--- src/hw/dxm_pkg.sv ---
// shared constants and carrier types for the dual external memory port
// assumes one core clock; no software-visible registers exist
package dxm_pkg;

  // program memory port geometry
  localparam int PROG_AW   = 24;
  localparam int PROG_DW   = 48;
  localparam int PROG_NB   = 2;
  localparam int PROG_NSH  = 16;
  // data memory port geometry
  localparam int DATA_AW   = 32;
  localparam int DATA_DW   = 40;
  localparam int DATA_NB   = 4;
  localparam int DATA_NSH  = 8;
  // narrow values are 32 bits wide on both ports
  localparam int NARROW_W  = 32;
  // per-bank wait states count 0 to 7
  localparam int WAIT_W    = 3;
  // page shift fields cover every address bit position
  localparam int SHIFT_W   = 6;
  // two flip-flops in the internal reset release chain
  localparam int SYNC_DEPTH = 2;

  typedef enum logic [1:0] {
    DXM_IDLE = 2'b00,
    DXM_ACC  = 2'b01,
    DXM_HALT = 2'b10
  } dxm_state_e;

  // static configuration of the program memory port
  typedef struct packed {
    logic [PROG_NB-2:0][PROG_AW-1:0] bank_start;
    logic [PROG_NB-1:0][WAIT_W-1:0]  bank_waits;
    logic [SHIFT_W-1:0]              page_shift;
  } dxm_prog_cfg_s;

  // static configuration of the data memory port
  typedef struct packed {
    logic [DATA_NB-2:0][DATA_AW-1:0] bank_start;
    logic [DATA_NB-1:0][WAIT_W-1:0]  bank_waits;
    logic [SHIFT_W-1:0]              page_shift;
  } dxm_data_cfg_s;

endpackage

--- src/hw/dxm_ext_mem.sv ---
// dual external memory port: program and data memory bus engines
// assumes float pins idle high and ack idles low, one core clock, no registers
`timescale 1ns/100ps
`default_nettype none

// one bus engine, used once per memory port
module dxm_port_engine
  import dxm_pkg::*;
#(
  parameter int AW  = 24,
  parameter int DW  = 48,
  parameter int NB  = 2,
  parameter int NSH = 16
) (
  input  wire logic                     clock,
  input  wire logic                     rst_n,
  input  wire logic                     req_valid,
  output logic                          req_ready,
  input  wire logic                     req_write,
  input  wire logic                     req_narrow,
  input  wire logic [AW-1:0]            req_addr,
  input  wire logic [DW-1:0]            req_wdata,
  output logic                          rsp_valid,
  output logic      [DW-1:0]            rsp_rdata,
  output logic                          busy,
  input  wire logic [NB-2:0][AW-1:0]    bank_start,
  input  wire logic [NB-1:0][WAIT_W-1:0] bank_waits,
  input  wire logic [SHIFT_W-1:0]       page_shift,
  output logic      [AW-1:0]            addr_o,
  output logic      [DW-1:0]            data_o,
  output logic                          data_oe,
  input  wire logic [DW-1:0]            data_s,
  output logic      [NB-1:0]            bank_sel_n,
  output logic                          rd_strobe,
  output logic                          wr_strobe,
  output logic                          bus_oe,
  output logic                          page_cross,
  input  wire logic                     ack_s,
  input  wire logic                     float_s
);

  localparam int BW = $clog2(NB);

  dxm_state_e          state_r;
  logic [WAIT_W-1:0]   wait_r;
  logic [AW-1:0]       last_page_r;
  logic                page_valid_r;
  logic                narrow_r;
  logic [BW-1:0]       req_bank;
  logic [AW-1:0]       req_page;
  logic                accept;
  logic                done;

  // bank index = number of bank start boundaries at or below the address
  function automatic logic [BW-1:0] bank_of(input logic [AW-1:0] a,
      input logic [NB-2:0][AW-1:0] starts);
    logic [BW-1:0] n;
    n = '0;
    for (int i = 0; i < NB - 1; i++) begin
      if (a >= starts[i]) begin
        n = BW'(i + 1);
      end
    end
    return n;
  endfunction

  // page number under the configured page size
  function automatic logic [AW-1:0] page_of(input logic [AW-1:0] a,
      input logic [SHIFT_W-1:0] sh);
    return a >> sh;
  endfunction

  function automatic logic [NB-1:0] sel_of(input logic [BW-1:0] b);
    logic [NB-1:0] s;
    s = '1;
    s[b] = 1'b0;
    return s;
  endfunction

  assign req_bank  = bank_of(req_addr, bank_start);
  assign req_page  = page_of(req_addr, page_shift);
  // no new access while the bus is floated by the far side
  assign accept    = (state_r == DXM_IDLE) && req_valid && !float_s;
  assign req_ready = accept;
  // access ends only with waits spent and acknowledge seen
  assign done      = (state_r == DXM_ACC) && !float_s &&
                     (wait_r == '0) && ack_s;
  assign busy      = (state_r != DXM_IDLE);

  // outputs float whenever the far side asks for the bus
  assign bus_oe  = !float_s;
  assign data_oe = !float_s && wr_strobe;

  always_ff @(posedge clock or negedge rst_n) begin
    if (!rst_n) begin
      state_r <= DXM_IDLE;
    end else begin
      unique case (state_r)
        DXM_IDLE: begin
          if (accept) begin
            state_r <= DXM_ACC;
          end
        end
        DXM_ACC: begin
          if (float_s) begin
            state_r <= DXM_HALT;
          end else if (done) begin
            state_r <= DXM_IDLE;
          end
        end
        DXM_HALT: begin
          // resumes, then needs acknowledge before it can finish
          if (!float_s) begin
            state_r <= DXM_ACC;
          end
        end
        default: begin
          state_r <= DXM_IDLE;
        end
      endcase
    end
  end

  // address and selects follow the request while idle, so the select
  // shows in the same cycle as the strobe unless a float holds off accept
  always_ff @(posedge clock or negedge rst_n) begin
    if (!rst_n) begin
      addr_o     <= '0;
      bank_sel_n <= '1;
    end else if (state_r == DXM_IDLE) begin
      if (req_valid) begin
        addr_o     <= req_addr;
        bank_sel_n <= sel_of(req_bank);
      end else begin
        bank_sel_n <= '1;
      end
    end else if (done) begin
      bank_sel_n <= '1;
    end
  end

  // strobes come from one write flag, so they can never overlap
  always_ff @(posedge clock or negedge rst_n) begin
    if (!rst_n) begin
      rd_strobe <= 1'b0;
      wr_strobe <= 1'b0;
    end else if (accept) begin
      rd_strobe <= !req_write;
      wr_strobe <= req_write;
    end else if (done) begin
      rd_strobe <= 1'b0;
      wr_strobe <= 1'b0;
    end
  end

  // wait counter freezes while halted
  always_ff @(posedge clock or negedge rst_n) begin
    if (!rst_n) begin
      wait_r <= '0;
    end else if (accept) begin
      wait_r <= bank_waits[req_bank];
    end else if (state_r == DXM_ACC && !float_s && wait_r != '0) begin
      wait_r <= wait_r - WAIT_W'(1);
    end
  end

  // write data; narrow values sit in the upper bits
  always_ff @(posedge clock or negedge rst_n) begin
    if (!rst_n) begin
      data_o   <= '0;
      narrow_r <= 1'b0;
    end else if (accept) begin
      narrow_r <= req_narrow;
      if (req_narrow) begin
        data_o <= {req_wdata[NARROW_W-1:0], NSH'(0)};
      end else begin
        data_o <= req_wdata;
      end
    end
  end

  // read data captured on the completing cycle
  always_ff @(posedge clock or negedge rst_n) begin
    if (!rst_n) begin
      rsp_valid <= 1'b0;
      rsp_rdata <= '0;
    end else begin
      rsp_valid <= done;
      if (done && rd_strobe) begin
        if (narrow_r) begin
          rsp_rdata <= DW'(data_s[DW-1:NSH]);
        end else begin
          rsp_rdata <= data_s;
        end
      end
    end
  end

  // page flag stands for the whole access that entered a new page;
  // the first access after reset counts as a crossing
  always_ff @(posedge clock or negedge rst_n) begin
    if (!rst_n) begin
      page_cross   <= 1'b0;
      last_page_r  <= '0;
      page_valid_r <= 1'b0;
    end else if (accept) begin
      page_cross   <= !page_valid_r || (req_page != last_page_r);
      last_page_r  <= req_page;
      page_valid_r <= 1'b1;
    end else if (done) begin
      page_cross <= 1'b0;
    end
  end

endmodule

module dxm_ext_mem
  import dxm_pkg::*;
(
  input  wire logic                  clock,
  input  wire logic                  resetn,
  // core side, program memory
  input  wire logic                  prog_req_valid,
  output logic                       prog_req_ready,
  input  wire logic                  prog_req_write,
  input  wire logic                  prog_req_narrow,
  input  wire logic [PROG_AW-1:0]    prog_req_addr,
  input  wire logic [PROG_DW-1:0]    prog_req_wdata,
  output logic                       prog_rsp_valid,
  output logic      [PROG_DW-1:0]    prog_rsp_rdata,
  output logic                       prog_busy,
  input  wire dxm_prog_cfg_s         prog_cfg,
  // core side, data memory
  input  wire logic                  data_req_valid,
  output logic                       data_req_ready,
  input  wire logic                  data_req_write,
  input  wire logic                  data_req_narrow,
  input  wire logic [DATA_AW-1:0]    data_req_addr,
  input  wire logic [DATA_DW-1:0]    data_req_wdata,
  output logic                       data_rsp_valid,
  output logic      [DATA_DW-1:0]    data_rsp_rdata,
  output logic                       data_busy,
  input  wire dxm_data_cfg_s         data_cfg,
  // program memory pins
  output logic      [PROG_AW-1:0]    prog_addr,
  output logic                       prog_addr_oe,
  input  wire logic [PROG_DW-1:0]    prog_data_i,
  output logic      [PROG_DW-1:0]    prog_data_o,
  output logic                       prog_data_oe,
  output logic      [PROG_NB-1:0]    prog_bank_sel_n,
  output logic                       prog_bank_sel_oe,
  output logic                       prog_rd_strobe_n,
  output logic                       prog_wr_strobe_n,
  output logic                       prog_strobe_oe,
  output logic                       prog_page_cross,
  input  wire logic                  prog_ack,
  input  wire logic                  prog_float_req_n,
  // data memory pins
  output logic      [DATA_AW-1:0]    data_addr,
  output logic                       data_addr_oe,
  input  wire logic [DATA_DW-1:0]    data_bus_i,
  output logic      [DATA_DW-1:0]    data_bus_o,
  output logic                       data_bus_oe,
  output logic      [DATA_NB-1:0]    data_bank_sel_n,
  output logic                       data_bank_sel_oe,
  output logic                       data_rd_strobe_n,
  output logic                       data_wr_strobe_n,
  output logic                       data_strobe_oe,
  output logic                       data_page_cross,
  input  wire logic                  data_ack,
  input  wire logic                  data_float_req_n
);

  localparam int PSW = PROG_DW + 2;
  localparam int DSW = DATA_DW + 2;

  logic [SYNC_DEPTH-1:0] rst_sync_r;
  logic                  rst_n;
  logic [PSW-1:0]        prog_s;
  logic [DSW-1:0]        data_s;
  logic                  prog_bus_oe;
  logic                  data_bus_en;
  logic                  prog_rd;
  logic                  prog_wr;
  logic                  data_rd;
  logic                  data_wr;

  // reset asserts at once, releases through two flops
  always_ff @(posedge clock or negedge resetn) begin
    if (!resetn) begin
      rst_sync_r <= '0;
    end else begin
      rst_sync_r <= {rst_sync_r[SYNC_DEPTH-2:0], 1'b1};
    end
  end
  assign rst_n = rst_sync_r[SYNC_DEPTH-1];

  // pins are synchronised together so read data lines up with ack;
  // costs two cycles of acknowledge latency
  dxm_sync #(.W(PSW)) u_prog_sync (
    .clock   (clock),
    .rst_n   (rst_n),
    .rst_val ('0),
    .d       ({prog_ack, !prog_float_req_n, prog_data_i}),
    .q       (prog_s)
  );

  dxm_sync #(.W(DSW)) u_data_sync (
    .clock   (clock),
    .rst_n   (rst_n),
    .rst_val ('0),
    .d       ({data_ack, !data_float_req_n, data_bus_i}),
    .q       (data_s)
  );

  dxm_port_engine #(
    .AW  (PROG_AW),
    .DW  (PROG_DW),
    .NB  (PROG_NB),
    .NSH (PROG_NSH)
  ) u_prog (
    .clock      (clock),
    .rst_n      (rst_n),
    .req_valid  (prog_req_valid),
    .req_ready  (prog_req_ready),
    .req_write  (prog_req_write),
    .req_narrow (prog_req_narrow),
    .req_addr   (prog_req_addr),
    .req_wdata  (prog_req_wdata),
    .rsp_valid  (prog_rsp_valid),
    .rsp_rdata  (prog_rsp_rdata),
    .busy       (prog_busy),
    .bank_start (prog_cfg.bank_start),
    .bank_waits (prog_cfg.bank_waits),
    .page_shift (prog_cfg.page_shift),
    .addr_o     (prog_addr),
    .data_o     (prog_data_o),
    .data_oe    (prog_data_oe),
    .data_s     (prog_s[PROG_DW-1:0]),
    .bank_sel_n (prog_bank_sel_n),
    .rd_strobe  (prog_rd),
    .wr_strobe  (prog_wr),
    .bus_oe     (prog_bus_oe),
    .page_cross (prog_page_cross),
    .ack_s      (prog_s[PSW-1]),
    .float_s    (prog_s[PSW-2])
  );

  dxm_port_engine #(
    .AW  (DATA_AW),
    .DW  (DATA_DW),
    .NB  (DATA_NB),
    .NSH (DATA_NSH)
  ) u_data (
    .clock      (clock),
    .rst_n      (rst_n),
    .req_valid  (data_req_valid),
    .req_ready  (data_req_ready),
    .req_write  (data_req_write),
    .req_narrow (data_req_narrow),
    .req_addr   (data_req_addr),
    .req_wdata  (data_req_wdata),
    .rsp_valid  (data_rsp_valid),
    .rsp_rdata  (data_rsp_rdata),
    .busy       (data_busy),
    .bank_start (data_cfg.bank_start),
    .bank_waits (data_cfg.bank_waits),
    .page_shift (data_cfg.page_shift),
    .addr_o     (data_addr),
    .data_o     (data_bus_o),
    .data_oe    (data_bus_oe),
    .data_s     (data_s[DATA_DW-1:0]),
    .bank_sel_n (data_bank_sel_n),
    .rd_strobe  (data_rd),
    .wr_strobe  (data_wr),
    .bus_oe     (data_bus_en),
    .page_cross (data_page_cross),
    .ack_s      (data_s[DSW-1]),
    .float_s    (data_s[DSW-2])
  );

  // strobes leave the chip active low
  assign prog_rd_strobe_n = !prog_rd;
  assign prog_wr_strobe_n = !prog_wr;
  assign data_rd_strobe_n = !data_rd;
  assign data_wr_strobe_n = !data_wr;

  // the float request takes address, selects and strobes together
  assign prog_addr_oe     = prog_bus_oe;
  assign prog_bank_sel_oe = prog_bus_oe;
  assign prog_strobe_oe   = prog_bus_oe;
  assign data_addr_oe     = data_bus_en;
  assign data_bank_sel_oe = data_bus_en;
  assign data_strobe_oe   = data_bus_en;

endmodule

`default_nettype wire

--- src/hw/dxm_sync.sv ---
// two-stage synchroniser for a vector of pin inputs
// assumes reset already released synchronously by the caller
`timescale 1ns/100ps
`default_nettype none

module dxm_sync
  import dxm_pkg::*;
#(
  parameter int W = 1
) (
  input  wire logic         clock,
  input  wire logic         rst_n,
  input  wire logic [W-1:0] rst_val,
  input  wire logic [W-1:0] d,
  output logic      [W-1:0] q
);

  logic [W-1:0] meta_r;

  // first stage feeds only the second stage
  always_ff @(posedge clock or negedge rst_n) begin
    if (!rst_n) begin
      meta_r <= '0;
      q      <= '0;
    end else begin
      meta_r <= d;
      q      <= meta_r;
    end
  end

  // rst_val is unused; both stages reset to zero, so inputs that idle high
  // read low for two cycles after release
  logic unused_rv;
  assign unused_rv = ^rst_val;

endmodule

`default_nettype wire

--- config.mk ---
export PLATFORM = sky130hd
export DESIGN_NAME = dxm_ext_mem
export DESIGN_NICKNAME = d
export VERILOG_FILES = /design/src/hw/dxm_pkg.sv /design/src/hw/dxm_ext_mem.sv /design/src/hw/dxm_sync.sv
export SDC_FILE = /design/constraint.sdc
export NUM_CORES = 1
export LEC_CHECK = 0
export ABC_AREA = 0
export BUFFER_PORTS_ARGS = -buffer_cell sky130_fd_sc_hd__buf_2
export CAP_MARGIN = 20
export CORE_AREA = 2 2 254 256
export CTS_CLUSTER_DIAMETER = 150
export DETAILED_ROUTE_END_ITERATION = 10
export DIE_AREA = 0 0 256 258
export PLACE_DENSITY_LB_ADDON = 0.08
export RECOVER_POWER = 100
export SKIP_CTS_REPAIR_TIMING = 1
export SYNTH_ARGS = -nofsm -noshare
export SYNTH_HDL_FRONTEND = slang
export SYNTH_SLANG_ARGS = --single-unit
export TNS_END_PERCENT = 100
--- constraint.sdc ---
create_clock -name clock -period 17.8 [get_ports clock]
set_input_delay 0.89 -clock clock [delete_from_list [all_inputs] [get_ports clock]]
set_output_delay 0.89 -clock clock [all_outputs]
set_load 0.01 [all_outputs]
==> impl_metrics.tcl, run 1 <==
set metrics [dict create \
    power_density_nw_per_um2 115 \
    drc_errors 0 \
    slowest_stage "clkbuf_1" \
    switching_share_pct 31.5 \
    ant_nets 0 \
    first_iter_violations 1240 \
    htreeDepth 2 \
    p_int_mw 2.43 \
    rsz0062_at_grt "false" \
    clockBufferDepth 3 \
    crit_required_ns 18.38 \
    postLayoutCellArea_sq_um 30700 \
    fin_skew_ns 0.0492 \
    routed-via-count 20400 \
    nNetsFinal 3498 \
    die_y_microns 258 \
    slew_headroom_pct -172 \
    start_util_pct 39.5 \
    ff_latch_area_sq_um 12600 \
    path_cells "clkbuf_1, clkbuf_1, buf_4" \
    async_reset_ff_share_pct 100 \
    finalHoldViolCount 0 \
    dp_hpwl_microns 63100 \
    final_cell_mix "494 x dfrtp_1, 410 x nand2_1, 383 x buf_2" \
    numCtsBuffers 57 \
    finalCritPeriodShare_pct 41.7 \
    drv_slew 596 \
    setup_viol 0 \
    drive_above_1_share_pct 20.7 \
    cp-end-kind "async pin" \
    dieArea_sq_um 66000 \
    ys.flop_type "dfrtp_1" \
    fin_crit_ns 7.43 \
    avgSynthCellArea_sq_um 10.6 \
    first_pass_iters 5 \
    cpMostUsedCell "clkbuf_1" \
    grt_pass1_wl_microns 127000 \
    p_sw_mw 1.12 \
    routedWlPerCell_microns 21.3 \
    r2r_slack_ns 10.37 \
    grtUsageTotal_pct 24.8 \
    synth_edf_count 0 \
    power.share.clock_pct 36.1 \
    post_drt_via_cell_ratio 5.25 \
    yosysSeqAreaShare_pct 50.0 \
    path_class "reg -> async" \
    antenna_found_initial 30 \
    die_x_microns 256 \
    synth_area_sq_um 25200 \
    pre_cts_ws_ns 13.69 \
    drt-total-wl_microns 82900 \
    gp_congestion 0.951 \
    grt_start_max_net_pins 169 \
    min_path_type "in -> async" \
    grt_pass1_vias 20800 \
    clock_latency_ns 0.64 \
    tns_ns 0 \
    coreArea_sq_um 63600 \
    start_kind "register" \
    worstPathArrival_ns 8.01 \
    layout_commonest_cell "dfrtp_1" \
    postSynthCellCount 2379 \
    setup_slack_ns 10.37 \
    status "finished, violations left" \
    path_clk_slew_ns 0.06 \
    ioPinCount 652 \
    fill_cells 6293 \
    reg2reg_depth 3 \
    dpl_cell_area_sq_um 29000 \
    cpPeakStageDelay_ns 3.02 \
    synthDistinctLibCells 88 \
    area_delta_synth_final_pct 22.1 \
    grt_overflow_total 0 \
    p_leak_nw 14.9 \
    ir_worst_vdd_v 0.0000830 \
    cts_tree "yes" \
    tightest_slew_ns 4.08 \
    r2r-end "u_data.addr_o[19]" \
    cts.sinks 502 \
    yosysWarnings 0 \
    finalPower_mw 3.55 \
    seqPwrFrac_pct 40.9 \
    synth-seq-cells 502 \
    io_buffer_count 651 \
    r2r-start "rst_sync_r[1]" \
    cts_root_buf "clkbuf_16" \
    worstPathMaxFanout 75 \
    failed_checks "capacitance limit, slew limit" \
    cp-startpoint "rst_sync_r[1]" \
    fmax_ghz 0.135 \
    rows 93 \
    multiInputGateArea_sq_um 11300 \
    syn-num-nets 2897 \
    max-cap-violations 8 \
    combPwrFrac_pct 23.1 \
]
==> routing by layer <==
| metal | up-vias | share of wire (%) | global-route usage (%) |
|---|---|---|---|
| li1 | 9522 | - | - |
| met1 | 10000 | 42 | 32.2 |
| met2 | 695 | 48 | 41.4 |
| met3 | 156 | 7.0 | 6.12 |
| met4 | 34 | 2.3 | 6.81 |
| met5 | - | 0.27 | 0 |
==> power by group through the flow <==
| stage | combinational [mW] | sequential, mW | clock [mW] |
|---|---|---|---|
| finish | 0.818 | 1.45 | 1.28 |
| global route | 0.911 | 1.47 | 1.36 |
| CTS | 0.864 | 1.45 | 1.32 |
| detailed placement | 0.863 | 1.46 | 0 |
| global placement | 0.850 | 1.46 | 0 |
| floorplan | 0.420 | 1.53 | 0 |
==> worst max-delay path: cells and delay by family, from the launching register on <==
family	cells	cell delay, ns
flip-flops	1	0.47
buffers and inverters	3	6.80
==> through the flow <==
step	hold slack, ns	util, %	std cells
final	0.0376	48.3	3893
after global routing	0.0147	48.3	3892
after CTS	0.00171	48.8	3880
after detailed placement	0.335	45.5	3774
after global placement	0.332	45.5	3774
after floorplan	0.331	-	2379
==> registers in the layout, indices dropped and copies added (netlist names), 3 cells and up <==
register and flops:
u_prog_sync.meta_r 50, u_prog_sync.q 50, u_prog.data_o 48, u_prog.rsp_rdata 48, u_data_sync.meta_r 42, u_data_sync.q 42, u_data.data_o 40, u_data.rsp_rdata 40
u_data.addr_o 32, u_data.last_page_r 32, u_prog.addr_o 24, u_prog.last_page_r 24, u_data.bank_sel_n 4, u_data.wait_r 3, u_prog.wait_r 3
==> worst max-delay path by stage <==
stage / endpoint / slack (ns)
3_3_place_gp: u_data.page_cross / 13.73
4_1_cts: data_req_ready / 13.75
6_report: u_data.addr_o[19] / 10.37
3_5_place_dp: u_data.page_cross / 13.69
2_1_floorplan: u_data.addr_o[0] / 2.78
5_1_grt: u_data.addr_o[19] / 8.86
==> synthesized netlist by cell type, types with 5 or more instances <==
| cell | n | area share [%] |
|---|---|---|
| a22o_1 | 15 | 0.52 |
| and2_1 | 5 | 0.12 |
| nor3_1 | 26 | 0.52 |
| mux4_1 | 5 | 0.52 |
| mux4_2 | 36 | 3.2 |
| nand3_1 | 7 | 0.14 |
| o22a_1 | 5 | 0.17 |
| o2111ai_1 | 5 | 0.17 |
| nand2_1 | 410 | 6.1 |
| nand2b_1 | 42 | 1.0 |
| clkbuf_8 | 6 | 0.33 |
| a22oi_1 | 9 | 0.27 |
| nand4_1 | 31 | 0.77 |
| mux2_2 | 57 | 2.6 |
| mux2i_1 | 182 | 7.2 |
| nor4_1 | 11 | 0.27 |
| xor2_1 | 15 | 0.52 |
| clkbuf_1 | 88 | 1.3 |
| o21ai_0 | 230 | 4.6 |
| nand3b_1 | 28 | 0.84 |
| o211ai_1 | 7 | 0.21 |
| a21oi_1 | 64 | 1.3 |
| buf_6 | 6 | 0.27 |
| o21ai_1 | 5 | 0.099 |
| a31oi_1 | 8 | 0.20 |
| nor2_1 | 79 | 1.2 |
| o22ai_1 | 12 | 0.30 |
| dfrtp_1 | 496 | 49 |
| inv_1 | 153 | 2.3 |
| xnor2_1 | 18 | 0.63 |
| a21o_1 | 54 | 1.6 |
| a211oi_1 | 10 | 0.30 |
| buf_2 | 12 | 0.24 |
| buf_4 | 6 | 0.18 |
| dfstp_2 | 6 | 0.63 |
| buf_1 | 6 | 0.090 |
| ha_1 | 124 | 6.2 |
| or2_2 | 8 | 0.20 |
| o31ai_1 | 10 | 0.30 |
==> layout make-up <==
| cell class | count | share of cell area [%] |
|---|---|---|
| antenna | 11 | 0.0896 |
| clock buffer | 80 | 5.48 |
| clock inverter | 26 | 1.34 |
| inverter | 154 | 1.88 |
| multi-input combinational | 1596 | 36.9 |
| sequential | 502 | 40.9 |
| tap | 855 | 3.48 |
| timing repair buffer | 669 | 9.92 |
==> cells by family (layout without fill, tap and decap cells) <==
logic type,Yosys count,in the layout,synth area share [%]
AO/OA/AOI/OAI,479,479,11.8
other,1,12,0.0149
flip-flops,502,502,50.0
AND/OR/NAND/NOR,675,675,12.1
adder cells (fa/ha/maj),124,124,6.17
buffers and inverters,281,929,4.93
XOR/XNOR,33,33,1.15
multiplexers,284,284,13.8
(Power assumes the default switching activity.)
==> run 2, diff against run 1 <==
ABC_AREA = 1   (was 0)
CORE_AREA = 2 2 251 253   (was 2 2 254 256)
DIE_AREA = 0 0 253 255   (was 0 0 256 258)
clock period = 6.3 ns   (was 17.8 ns; I/O delays follow)
==> impl_metrics.tcl, run 2 <==
set metrics [dict create \
    status "finished, violations left" \
    failed_checks "hold timing, capacitance limit, slew limit" \
    path_cells "or2_0, nor2_1, nand4_1, nor2_1, clkbuf_2, a31oi_1" \
    synth_edf_count 0 \
    yosysWarnings 0 \
    whs_ns -0.0106 \
    cpMostUsedCell "nor2_1" \
    drc_errors 0 \
    reg_top3 "u_prog_sync.meta_r x50, u_prog_sync.q x50" \
    cts_root_buf "clkbuf_16" \
    start_util_pct 40.4 \
    antenna_found_initial 8 \
    io_buffer_count 651 \
    path_class "reg -> reg" \
    slowest_stage "nor2_1" \
    yosysSeqAreaShare_pct 50.0 \
    critPathTopFamily "simple AND/OR/NAND/NOR gates" \
    first_pass_iters 8 \
    yosysMostFrequentCell "nand2_1" \
    slew_headroom_pct -96.4 \
    drive_above_1_share_pct 14.0 \
    coreArea_sq_um 62200 \
    nNetsFinal 4308 \
    netlist_top_cells_area "dfrtp_1 49%, nand2_1 14%, nand3_1 7.3%, ha_1 6.2%, o21ai_0 5.4%" \
    max-cap-violations 6 \
    ioPinCount 652 \
    fmax_ghz 0.215 \
    min_path_type "in -> reg" \
    synth_area_sq_um 25100 \
    routedWlPerCell_microns 17.2 \
    path_clk_slew_ns 0.06 \
    ant_nets 0 \
    rows 92 \
    cts_tree "yes" \
    die_y_microns 255 \
    dieArea_sq_um 64500 \
    ir_worst_vdd_v 0.000253 \
    critPathBufInv 1 \
    dp_hpwl_microns 59500 \
    drt-total-wl_microns 79900 \
    synth_commonest_cells "926 x nand2_1, 496 x dfrtp_1, 366 x nand3_1, 313 x inv_1, 270 x o21ai_0" \
    cp-end-kind "register" \
    grt_start_max_net_pins 161 \
    grt_pass1_vias 21100 \
    synth-seq-cells 502 \
    synthDistinctLibCells 51 \
    avgSynthCellArea_sq_um 8.11 \
    finalPower_mw 10.2 \
    synth_top_area_cell "dfrtp_1" \
    gp_congestion 0.858 \
    tns_ns 0 \
    tightest_slew_ns 2.95 \
    htreeDepth 2 \
    syn-num-nets 3617 \
    layout_commonest_cell "nand2_1" \
    worstPathMaxFanout 49 \
    grtUsageTotal_pct 24.1 \
    rsz0062_at_grt "false" \
    fin_skew_ns 0.0250 \
    ys.flop_type "dfrtp_1" \
    grt_overflow_total 0 \
    grt_pass1_wl_microns 121000 \
    multiInputGateArea_sq_um 10600 \
    r2r_slack_ns 1.64 \
    clock_latency_ns 0.61 \
    crit_required_ns 6.71 \
    power_density_nw_per_um2 325 \
    start_kind "register" \
    finalCritPeriodShare_pct 73.9 \
    cts.sinks 502 \
    setup_viol 0 \
    clockBufferDepth 3 \
    numCtsBuffers 56 \
    drv_slew 467 \
    fill_cells 6226 \
    fin_crit_ns 4.66 \
    cpPeakStageDelay_ns 1.78 \
    synth.top_cell.area_share_pct 49.4 \
    postSynthCellCount 3099 \
    ff_latch_area_sq_um 12600 \
    p_leak_nw 16.2 \
    first_iter_violations 1329 \
    final_cell_mix "926 x nand2_1, 496 x dfrtp_1, 384 x buf_2" \
    worstPathArrival_ns 5.07 \
    async_reset_ff_share_pct 100 \
    post_drt_via_cell_ratio 4.85 \
    area_delta_synth_final_pct 24.9 \
    routed-via-count 22500 \
    die_x_microns 253 \
    finalHoldViolCount 4 \
]
## run 2: cell count changes after synthesis, sizes merged, moves of 44 or more
cell and delta:
nand2 +526, nand3 +368, mux2i -185, inv +172
nor2 +78, mux2 -58, a31oi +57, a21o -54
o21ai +45, buf +44
## run 2: path summary, 6_finish.rpt
path,start,endpoint,depth (start not counted)
min reg2reg,u_prog_sync.meta_r[13],u_prog_sync.q[13],0
min in group asynchronous,resetn,rst_sync_r[0],2
max in group asynchronous,rst_sync_r[1],u_prog.rsp_rdata[43],1
min,prog_req_wdata[13],u_prog.data_o[13],3
max,u_prog.state_r[1],u_prog.rsp_rdata[28],6
max reg2reg,u_prog.state_r[1],u_prog.rsp_rdata[28],6
## run 2: cells by family after synthesis
kind of cell,count (synthesis),share of synthesized area (%)
buffers and inverters,479,7.96
other,1,0.0149
DFF,502,50.0
xor gates and xnor gates,9,0.314
AOI/OAI and AO/OA,458,9.78
adders and majority gates,124,6.17
and+or+nand+nor,1526,25.8
## run 2: layout make-up
class                           instances  share of cell area (%)
Sequential cell                       502                    40.0
Multi-Input combinational cell       2118                    33.6
Tap cell                              799                    3.18
Timing Repair Buffer                  784                    13.4
Inverter                              328                    3.97
Antenna cell                            3                  0.0239
Clock buffer                           81                    5.11
Clock inverter                         21                   0.657
## run 2: per-stage QoR
stage	setup slack, ns	util [%]	cell area (sq um)	std cells
after floorplan	1.41	-	25100	3099
after global placement	2.60	46.4	28800	4416
after detailed placement	2.53	46.4	28800	4416
after CTS	2.53	49.3	30600	4518
after global routing	1.09	50.5	31400	4635
final	1.64	50.5	31400	4636
## run 2: power breakdown
group	switching [mW]	internal (mW)	leakage [nW]	total (mW)
registers	0.380	3.90	6.23	4.28
clock network	1.36	1.85	0.891	3.21
logic	1.80	0.908	9.07	2.71
## run 2: tightest hold or removal path: stages
cell	delay, ns
buf_2	0.10
inv_1	0.05
o21ai_0	0.08
## run 2: metal layers
layer,vias to the layer above,track usage (%),part of all wire [%]
met1,10400,31.4,44
met4,12,5.17,1.9
li1,11400,-,-
met3,104,5.24,5.2
met2,482,41.2,49
met5,-,0,0.089
